<file path="config.mk">
export PLATFORM = sky130hd
export DESIGN_NAME = urxf_top
export DESIGN_NICKNAME = d
export VERILOG_FILES = /design/src/urxf_pkg.sv /design/src/urxf_recover.sv /design/src/urxf_top.sv
export SDC_FILE = /design/constraint.sdc
export NUM_CORES = 1
export LEC_CHECK = 0
export BUFFER_PORTS_ARGS = -buffer_cell sky130_fd_sc_hd__buf_2
export CAP_MARGIN = 0
export CORE_MARGIN = 1.5
export CORE_UTILIZATION = 35
export DETAILED_ROUTE_END_ITERATION = 8
export GPL_TIMING_DRIVEN = 0
export PLACE_DENSITY_LB_ADDON = 0.25
export SETUP_SLACK_MARGIN = 0.1
export SLEW_MARGIN = 10
export SYNTH_ARGS = -nofsm -noshare
export SYNTH_HDL_FRONTEND = slang
export SYNTH_HIERARCHICAL = 1
export SYNTH_SLANG_ARGS = --single-unit
</file>
<file path="constraint.sdc">
create_clock -name CLK -period 11.3 [get_ports CLK]
set_input_delay 1.695 -clock CLK [delete_from_list [all_inputs] [get_ports CLK]]
set_output_delay 1.695 -clock CLK [all_outputs]
set_load 0.005 [all_outputs]
</file>
<file path="src/urxf_pkg.sv">
`default_nettype none
package urxf_pkg;

  // register word indices on the avalon address (byte address = 4 * index)
  localparam logic [2:0] REG_CTRL = 3'h0;
  localparam logic [2:0] REG_BAUD = 3'h1;
  localparam logic [2:0] REG_STATUS = 3'h2;
  localparam logic [2:0] REG_DATA = 3'h3;
  localparam logic [2:0] REG_COUNT = 3'h4;

  // uart_control_one fields
  localparam int CTRL_W = 10;
  localparam logic [CTRL_W-1:0] CTRL_RST = 10'h000;
  localparam int CB_RX_ENABLE = 0;
  localparam int CB_NINE = 1;
  localparam int CB_PARITY_ENABLE = 2;
  localparam int CB_PTYP = 3;
  localparam int CB_STOP2 = 5;
  localparam int CB_RIE = 6;
  localparam int CB_LVLIE = 7;
  localparam int CB_TRIG = 8;

  // baud divisor: one oversample tick every divisor + 1 clocks
  localparam int BAUD_W = 16;
  localparam logic [BAUD_W-1:0] BAUD_RST = 16'h000F;

  // uart_status_reg fields
  localparam int SB_AVAIL = 0;
  localparam int SB_IDLE = 1;
  localparam int SB_OVR = 2;
  localparam int SB_NOISE = 3;
  localparam int SB_FRAMING_ERROR_FLAG = 4;
  localparam int SB_PARITY_ERROR_FLAG = 5;
  localparam int SB_NINTH = 6;
  localparam int SB_IRQ = 7;

  // fifo entry layout and depth
  localparam int WORD_W = 9;
  localparam int EB_FRAMING_ERROR_FLAG = 9;
  localparam int EB_PARITY_ERROR_FLAG = 10;
  localparam int ENT_W = 11;
  localparam int FIFO_DEPTH = 4;
  localparam logic [2:0] FIFO_FULL = 3'h4;

  // bit counting and oversampling
  localparam logic [3:0] LAST_BIT8 = 4'h7;
  localparam logic [3:0] LAST_BIT9 = 4'h8;
  localparam logic [3:0] OVS_LAST = 4'hF;
  localparam logic [3:0] VOTE_P0 = 4'h7;
  localparam logic [3:0] VOTE_P1 = 4'h8;
  localparam logic [3:0] VOTE_P2 = 4'h9;

  typedef enum logic [1:0] {
    PAR_ODD = 2'h0,
    PAR_EVEN = 2'h1,
    PAR_MARK = 2'h2,
    PAR_SPACE = 2'h3
  } urxf_par_t;

  typedef enum logic [2:0] {
    S_IDLE = 3'h0,
    S_START = 3'h1,
    S_DATA = 3'h3,
    S_STOP = 3'h2,
    S_STOP2 = 3'h6,
    S_BRKW = 3'h4
  } urxf_state_t;

  function automatic logic [31:0] urxf_be_merge(input logic [31:0] old, input logic [31:0] wd,
                                                input logic [3:0] be);
    logic [31:0] r;
    r = old;
    for (int i = 0; i < 4; i++) begin
      if (be[i]) begin
        r[i*8 +: 8] = wd[i*8 +: 8];
      end
    end
    return r;
  endfunction

endpackage
`default_nettype wire

</file>
<file path="src/urxf_recover.sv">
`timescale 1ns/100ps
`default_nettype none
module urxf_recover
  import urxf_pkg::*;
(
  input wire logic clk,
  input wire logic rst,
  input wire logic rx_pin,
  input wire logic run,
  input wire logic [BAUD_W-1:0] divisor,
  output logic tick,
  output logic bit_stb,
  output logic bit_val,
  output logic bit_noise
);

  logic [BAUD_W-1:0] presc_r;
  logic [3:0] phase_r;
  logic s0_r, s1_r, s2_r;

  assign tick = (presc_r == divisor);

  always_ff @(posedge clk or posedge rst) begin
    if (rst) begin
      presc_r <= '0;
    end else if (tick || presc_r > divisor) begin
      presc_r <= '0;
    end else begin
      presc_r <= presc_r + 16'h0001;
    end
  end

  // sixteen ticks per bit; phase held at zero outside a frame so a start edge realigns it
  always_ff @(posedge clk or posedge rst) begin
    if (rst) begin
      phase_r <= 4'h0;
    end else if (!run) begin
      phase_r <= 4'h0;
    end else if (tick) begin
      phase_r <= phase_r + 4'h1;
    end
  end

  always_ff @(posedge clk or posedge rst) begin
    if (rst) begin
      s0_r <= 1'b1;
      s1_r <= 1'b1;
      s2_r <= 1'b1;
    end else if (run && tick) begin
      if (phase_r == VOTE_P0) s0_r <= rx_pin;
      if (phase_r == VOTE_P1) s1_r <= rx_pin;
      if (phase_r == VOTE_P2) s2_r <= rx_pin;
    end
  end

  assign bit_stb = run && tick && (phase_r == OVS_LAST);
  assign bit_val = (s0_r & s1_r) | (s0_r & s2_r) | (s1_r & s2_r);
  assign bit_noise = !((s0_r == s1_r) && (s1_r == s2_r));
endmodule // urxf_recover
`default_nettype wire

</file>
<file path="src/urxf_top.sv">
// Implementation choices: the Avalon-MM register port and the address map.
`timescale 1ns/100ps
`default_nettype none
// What this block does
// - nine-bit mode keeps the received top bit as the ninth status bit
// - recovery runs at sixteen ticks per bit, shifter once per bit
// - each bit is the majority of three pin samples
// - words are assembled least significant bit first
// - four-word fifo plus one word in the shift register
// - after the stop bit the word enters the fifo when room exists
// - word finished on a full fifo with no data-read pop in the same cycle sets overrun, fifo kept, word lost
// - setting receive enable starts the hunt for a start bit
// - available flag while fifo holds data; count register shows the fill
// - interrupt when enabled and fill reaches the trigger level
// - overrun and noise clear by status read then data read; available drops when data reads empty the fifo
// - a break is a framing error, loads zeros, sets available and idle
// - after a break wait for a high line before hunting again
// - idle is low from start detection to stop bit, high otherwise
// - overrun also raises the interrupt when enabled
// - noise sets its flag with the word, which is still stored
// - low stop bit sets framing error; with two stops both must be high
// - parity mismatch of selected type sets parity error, word kept
// - framing and parity error flags clear on reset
// - two-bit parity type picks odd, even, mark or space
module urxf_top
  import urxf_pkg::*;
(
  // clock and reset
  input wire logic CLK,
  input wire logic RST,
  // avalon-mm slave
  input wire logic [2:0] AVS_ADDRESS,
  input wire logic AVS_READ,
  input wire logic AVS_WRITE,
  input wire logic [31:0] AVS_WRITEDATA,
  input wire logic [3:0] AVS_BYTEENABLE,
  output logic [31:0] AVS_READDATA,
  output logic AVS_WAITREQUEST,
  // serial line and request
  input wire logic RX_PIN,
  output logic IRQ
);

  logic ack_r;
  logic acc_rd, acc_wr;
  logic [CTRL_W-1:0] ctrl_r;
  logic [BAUD_W-1:0] baud_r;
  logic [31:0] ctrl_wr, baud_wr, rd_mux;
  logic rx_enable, nine_bit_select, parity_enable, two_stop, rx_irq_enable, rx_level_irq_enable;
  logic [1:0] parity_type_sel;
  logic [2:0] trig_cnt;
  urxf_state_t state_r;
  logic [3:0] bit_cnt_r;
  logic [WORD_W-1:0] rx_shift_reg;
  logic noise_acc_r, noise_now;
  logic run, tick, bit_stb, bit_val, bit_noise;
  logic frame_done, frame_framing_error_flag, frame_parity_error_flag;
  logic [WORD_W-1:0] word;
  logic [ENT_W-1:0] tx_rx_data_fifo [FIFO_DEPTH];
  logic [1:0] wr_ptr_r, rd_ptr_r;
  logic [2:0] rx_fill_count;
  logic push, pop, room;
  logic [ENT_W-1:0] head;
  logic status_seen_r, clr_seq;
  logic rd_avail_r;
  logic overrun_flag, noise_flag, rx_idle_flag, rx_avail_flag;
  logic irq_nxt;

  // a read that completes at this edge on one register index
  function automatic logic rd_done(input logic acc, input logic [2:0] a, input logic [2:0] idx);
    return acc && (a == idx);
  endfunction

  assign rx_enable = ctrl_r[CB_RX_ENABLE];
  assign nine_bit_select = ctrl_r[CB_NINE];
  assign parity_enable = ctrl_r[CB_PARITY_ENABLE];
  assign parity_type_sel = ctrl_r[CB_PTYP +: 2];
  assign two_stop = ctrl_r[CB_STOP2];
  assign rx_irq_enable = ctrl_r[CB_RIE];
  assign rx_level_irq_enable = ctrl_r[CB_LVLIE];
  assign trig_cnt = {1'b0, ctrl_r[CB_TRIG +: 2]} + 3'h1;

  // avalon handshake: every access waits exactly one cycle, then completes
  assign AVS_WAITREQUEST = (AVS_READ | AVS_WRITE) & ~ack_r;
  assign acc_rd = AVS_READ & ack_r;
  assign acc_wr = AVS_WRITE & ack_r;

  always_ff @(posedge CLK or posedge RST) begin
    if (RST) begin
      ack_r <= 1'b0;
    end else begin
      ack_r <= (AVS_READ | AVS_WRITE) & ~ack_r;
    end
  end

  assign ctrl_wr = urxf_be_merge(32'(ctrl_r), AVS_WRITEDATA, AVS_BYTEENABLE);
  assign baud_wr = urxf_be_merge(32'(baud_r), AVS_WRITEDATA, AVS_BYTEENABLE);

  always_ff @(posedge CLK or posedge RST) begin
    if (RST) begin
      ctrl_r <= CTRL_RST;
      baud_r <= BAUD_RST;
    end else if (acc_wr) begin
      if (AVS_ADDRESS == REG_CTRL) ctrl_r <= ctrl_wr[CTRL_W-1:0];
      if (AVS_ADDRESS == REG_BAUD) baud_r <= baud_wr[BAUD_W-1:0];
    end
  end

  assign head = tx_rx_data_fifo[rd_ptr_r];
  assign rx_avail_flag = (rx_fill_count != 3'h0);
  assign rx_idle_flag = (state_r == S_IDLE) || (state_r == S_BRKW);

  // error flags follow the word at the head, so they must be read before it is popped
  always_comb begin
    rd_mux = 32'h00000000;
    case (AVS_ADDRESS)
      REG_CTRL: rd_mux = 32'(ctrl_r);
      REG_BAUD: rd_mux = 32'(baud_r);
      REG_STATUS: begin
        rd_mux[SB_AVAIL] = rx_avail_flag;
        rd_mux[SB_IDLE] = rx_idle_flag;
        rd_mux[SB_OVR] = overrun_flag;
        rd_mux[SB_NOISE] = noise_flag;
        rd_mux[SB_FRAMING_ERROR_FLAG] = rx_avail_flag && head[EB_FRAMING_ERROR_FLAG];
        rd_mux[SB_PARITY_ERROR_FLAG] = rx_avail_flag && head[EB_PARITY_ERROR_FLAG];
        rd_mux[SB_NINTH] = rx_avail_flag && nine_bit_select && head[WORD_W-1];
        rd_mux[SB_IRQ] = IRQ;
      end
      REG_DATA: rd_mux = rx_avail_flag ? 32'(head[WORD_W-2:0]) : 32'h00000000;
      REG_COUNT: rd_mux = 32'(rx_fill_count);
      default: rd_mux = 32'h00000000;
    endcase
  end

  always_ff @(posedge CLK or posedge RST) begin
    if (RST) begin
      AVS_READDATA <= 32'h00000000;
      rd_avail_r <= 1'b0;
    end else if (AVS_READ && !ack_r) begin
      AVS_READDATA <= rd_mux;
      // the pop follows this answer, so a word pushed before the next edge is not lost
      rd_avail_r <= rx_avail_flag;
    end
  end

  // receive state machine; dropping the enable abandons any frame in flight
  always_ff @(posedge CLK or posedge RST) begin
    if (RST) begin
      state_r <= S_IDLE;
    end else if (!rx_enable) begin
      state_r <= S_IDLE;
    end else begin
      unique case (state_r)
        S_IDLE: if (tick && !RX_PIN) state_r <= S_START;
        S_START: if (bit_stb) state_r <= bit_val ? S_IDLE : S_DATA;
        S_DATA: begin
          if (bit_stb && bit_cnt_r == (nine_bit_select ? LAST_BIT9 : LAST_BIT8)) begin
            state_r <= S_STOP;
          end
        end
        S_STOP: begin
          if (bit_stb) begin
            if (!bit_val) begin
              state_r <= S_BRKW;
            end else begin
              state_r <= two_stop ? S_STOP2 : S_IDLE;
            end
          end
        end
        S_STOP2: if (bit_stb) state_r <= bit_val ? S_IDLE : S_BRKW;
        S_BRKW: if (tick && RX_PIN) state_r <= S_IDLE;
        default: state_r <= S_IDLE;
      endcase
    end
  end

  assign run = (state_r == S_START) || (state_r == S_DATA) ||
               (state_r == S_STOP) || (state_r == S_STOP2);

  urxf_recover urxf_recover_i (
    .clk(CLK),
    .rst(RST),
    .rx_pin(RX_PIN),
    .run(run),
    .divisor(baud_r),
    .tick(tick),
    .bit_stb(bit_stb),
    .bit_val(bit_val),
    .bit_noise(bit_noise)
  );

  always_ff @(posedge CLK or posedge RST) begin
    if (RST) begin
      bit_cnt_r <= 4'h0;
      rx_shift_reg <= '0;
    end else if (state_r == S_START) begin
      bit_cnt_r <= 4'h0;
    end else if (state_r == S_DATA && bit_stb) begin
      bit_cnt_r <= bit_cnt_r + 4'h1;
      rx_shift_reg <= {bit_val, rx_shift_reg[WORD_W-1:1]};
    end
  end

  always_ff @(posedge CLK or posedge RST) begin
    if (RST) begin
      noise_acc_r <= 1'b0;
    end else if (state_r == S_IDLE) begin
      noise_acc_r <= 1'b0;
    end else if (bit_stb) begin
      noise_acc_r <= noise_acc_r | bit_noise;
    end
  end

  // the parity bit, when enabled, is the last bit shifted and sits at the top of the word
  assign word = nine_bit_select ? rx_shift_reg : {1'b0, rx_shift_reg[WORD_W-1:1]};
  assign frame_done = bit_stb && (((state_r == S_STOP) && (!bit_val || !two_stop)) ||
                      (state_r == S_STOP2));
  assign frame_framing_error_flag = !bit_val;
  assign noise_now = noise_acc_r | bit_noise;

  always_comb begin
    frame_parity_error_flag = 1'b0;
    if (parity_enable) begin
      unique case (urxf_par_t'(parity_type_sel))
        PAR_ODD: frame_parity_error_flag = !(^word);
        PAR_EVEN: frame_parity_error_flag = ^word;
        PAR_MARK: frame_parity_error_flag = !rx_shift_reg[WORD_W-1];
        PAR_SPACE: frame_parity_error_flag = rx_shift_reg[WORD_W-1];
      endcase
    end
  end

  // a pop frees the slot in the same edge, so a full fifo still takes the word
  assign pop = rd_done(acc_rd, AVS_ADDRESS, REG_DATA) && rd_avail_r;
  assign room = (rx_fill_count != FIFO_FULL) || pop;
  assign push = frame_done && room;

  always_ff @(posedge CLK) begin
    if (push) begin
      tx_rx_data_fifo[wr_ptr_r] <= {frame_parity_error_flag, frame_framing_error_flag, word};
    end
  end

  always_ff @(posedge CLK or posedge RST) begin
    if (RST) begin
      wr_ptr_r <= 2'h0;
      rd_ptr_r <= 2'h0;
      rx_fill_count <= 3'h0;
    end else begin
      if (push) wr_ptr_r <= wr_ptr_r + 2'h1;
      if (pop) rd_ptr_r <= rd_ptr_r + 2'h1;
      if (push && !pop) begin
        rx_fill_count <= rx_fill_count + 3'h1;
      end else if (pop && !push) begin
        rx_fill_count <= rx_fill_count - 3'h1;
      end
    end
  end

  // clear sequence: a status read arms, the next data read clears
  always_ff @(posedge CLK or posedge RST) begin
    if (RST) begin
      status_seen_r <= 1'b0;
    end else if (rd_done(acc_rd, AVS_ADDRESS, REG_STATUS)) begin
      status_seen_r <= 1'b1;
    end else if (rd_done(acc_rd, AVS_ADDRESS, REG_DATA)) begin
      status_seen_r <= 1'b0;
    end
  end

  assign clr_seq = rd_done(acc_rd, AVS_ADDRESS, REG_DATA) && status_seen_r;

  // a new event in the clearing cycle wins
  always_ff @(posedge CLK or posedge RST) begin
    if (RST) begin
      overrun_flag <= 1'b0;
    end else if (frame_done && !room) begin
      overrun_flag <= 1'b1;
    end else if (clr_seq) begin
      overrun_flag <= 1'b0;
    end
  end

  always_ff @(posedge CLK or posedge RST) begin
    if (RST) begin
      noise_flag <= 1'b0;
    end else if (push && noise_now) begin
      noise_flag <= 1'b1;
    end else if (clr_seq) begin
      noise_flag <= 1'b0;
    end
  end

  assign irq_nxt = rx_irq_enable && ((rx_level_irq_enable && rx_fill_count >= trig_cnt) ||
                   overrun_flag);

  always_ff @(posedge CLK or posedge RST) begin
    if (RST) begin
      IRQ <= 1'b0;
    end else begin
      IRQ <= irq_nxt;
    end
  end
endmodule // urxf_top
`default_nettype wire
</file>
==> impl_metrics.yaml <==
timing:
  slew_violations: 0
  setup_violations: 0
  worstMarginPinSlew_ns: 1.09
  period_needed_ns: 4.32
  layout_setup_ws_ns: 6.98
  finalSetupTns_ns: 0
  holdWs_ns: 0.480
  skew_ns: 0.00833
  fmax_mhz: 232
  timing.final.crit_share_pct: 38.2
  finalHoldViolations: 0
  rsz0062_at_grt: "no"
  slew_headroom_pct: 26.9
clock_network:
  post-cts-setup-buffer-count: 0
  clk_latency_ns: 0.42
  cts_buffers: 17
  post_cts_resized: 0
  cts.sinks: 139
  clk_path_buf_depth: 2
  h-tree-depth: 4
  root_buffer: "clkbuf_16"
  cts-hold-fix-buffers: 0
  clk_pin_slew_ns: 0.06
  cts_tree: "built"
layout:
  final_nets: 745
  final_common_cell: "dfrtp_1"
  regMostFlops: "tx_rx_data_fifo"
  drive_gt1_share_pct: 25.7
  stdcell_count: 946
  stdcell_area_um2: 8270
  syn_to_final_growth_pct: 17.1
  largest_reg_flops: 44
  diodes: 0
  final_cell_mix: "dfrtp_1 (88), nand2_1 (50), buf_2 (48)"
routing:
  vias_per_cell: 5.02
  ant_nets: 0
  vias: 4752
  drt-total-wl_mm: 15.2
  drt_first_iter_violations: 229
  wl_per_cell_um: 16.1
  drcViolationCount: 0
  dr.pass1.iters: 4
synth:
  yosysTopAreaCellShare_pct: 31.2
  synth_compound_area_share_pct: 8.47
  synth_cell_type_count: 62
  synth_top_area_cell: "dfrtp_1"
  ys_async_sr_fraction_pct: 68.3
  ys_seq_elements: 139
  synthMuxAreaShare_pct: 12.6
  yosys-top-cells-area: "dfrtp_1 (31%), edfxtp_1 (19%), mux2_2 (7.3%)"
  synthXorXnorAreaFrac_pct: 3.42
  synth_top_family_by_area: "multiplexers"
  avgSynthCellArea_um2: 12.0
  synthSimpleGateAreaFrac_pct: 12.1
  netlist_area_um2: 7060
  synth_edf_count: 44
  ys_seq_area_share_pct: 52.5
  synth.yosys.warnings: 6
  synth_top_flop_cell: "dfrtp_1"
  synth-adder-area-share_pct: 5.96
  syn_inst: 590
grt:
  grt_pass1_vias: 4779
  grt_overflow_total: 0
  track_usage_pct: 15.4
  grt_pass1_wl_mm: 25.1
  grt_max_degree: 55
  grt_antenna_before_repair: 0
hold_path:
  holdCritPathClass: "reg -> reg"
  min_from: "noise_flag"
setup_path:
  cp.arrival_ns: 4.66
  cp_max_fo: 10
  path_buf_inv: 2
  critical_path.max_stage_delay_ns: 0.62
  worstSetupPathType: "reg -> reg"
  startpoint_type: "flip-flop"
  cp_data_required_time_ns: 11.64
  endpoint_kind: "flip-flop"
  cp_top_family: "simple AND/OR/NAND/NOR gates"
  critPathLaunch: "urxf_recover_i/presc_r[11]"
  slowest_stage: "nor4_4"
  cp_cell_sequence: "ha_1 > nand4_1 > nor4_4 > and4_1 > clkbuf_1 > nand2_1 > a311o_1 > a31oi_4 > ha_1 > inv_1 > fa_1 > xor2_1 > nor2_1 > xor2_1"
  r2r_slack_ns: 6.98
  r2r-start: "urxf_recover_i/presc_r[11]"
power_and_ir_drop:
  ir_drop_mv: 0.115
  power.leakage_nw: 3.67
  powerDensity_nw_per_um2: 172
floorplanning:
  die_area_um2: 21000
  boundaryPins: 78
  coreArea_um2: 19600
  fp-row-count: 51
  start_util_pct: 36.0
  die_h_um: 145
  die_w_um: 145
flow_run:
  maxCapViolCount: 0
place:
  dpl_worst_slack_ns: 7.01
  place_inst: 914
  gp_congestion: 0.853
  place_hpwl_mm: 11.4
  post_dp_cell_area_um2: 7690
  port_buffers: 43
outcome:
  status: "completed"
synthesized netlist by cell type (all sizes together), types with 11 or more instances:
master  number
nor2        18
mux2i       12
dfrtp       88
inv         34
a21oi       26
nand3       13
clkbuf      12
xnor2       15
buf         24
ha          32
mux4        11
nor3        23
o21ai       32
mux2        46
nand2       51
nand4       11
edfxtp      44
worst min-delay path: cells and delay by family (launching register included):
kind             cells  cell delay [ns]
DFF                  1             0.34
and+or+nand+nor      2             0.11
per-stage QoR:
stage / util [%] / total power, mW
detailed placement: 39.3 / 0.900
global route: 42.2 / 1.50
global placement: 39.1 / 0.888
CTS: 42.2 / 1.44
finish: 42.2 / 1.42
floorplan: - / 0.820
area by class of cell:
cell class                      instances  area, µm²
Buffer                                 36        219
Clock buffer                           17        425
Clock inverter                         15        151
Fill cell                            1838      11300
Inverter                               34        130
Multi-Input combinational cell        396       3060
Sequential cell                       139       3710
Tap cell                              265        332
Timing Repair Buffer                   44        243
final timing paths:
check | cells past startpoint | endpoint
max reg2reg | 14 | rx_fill_count[2]
min | 2 | noise_flag
max | 14 | rx_fill_count[2]
min in group asynchronous | 2 | bit_cnt_r[2]
min reg2reg | 2 | noise_flag
max in group asynchronous | 2 | urxf_recover_i/presc_r[9]
kinds of logic (layout without fill, tap and decap cells):
group | after synthesis | in the layout
AO/OA/AOI/OAI | 91 | 91
XOR/XNOR | 26 | 26
adder cells (fa/ha/maj) | 33 | 33
buffers and inverters | 70 | 146
flip-flops | 139 | 139
multiplexers | 69 | 69
other | 1 | 16
AND/OR/NAND/NOR | 161 | 161
power by group:
| part | leakage (nW) | internal [mW] | total (mW) | switching (mW) |
|---|---|---|---|---|
| logic | 1.66 | 0.123 | 0.259 | 0.137 |
| clock network | 0.270 | 0.324 | 0.537 | 0.214 |
| registers | 1.75 | 0.569 | 0.627 | 0.0579 |
per-layer routing:
metal	global-route usage [%]	wire length, µm
met4	5.72	202
met2	24.8	7340
met1	20.0	6960
met5	0	0
met3	3.77	722
Power figures use the tool's default switching activity.
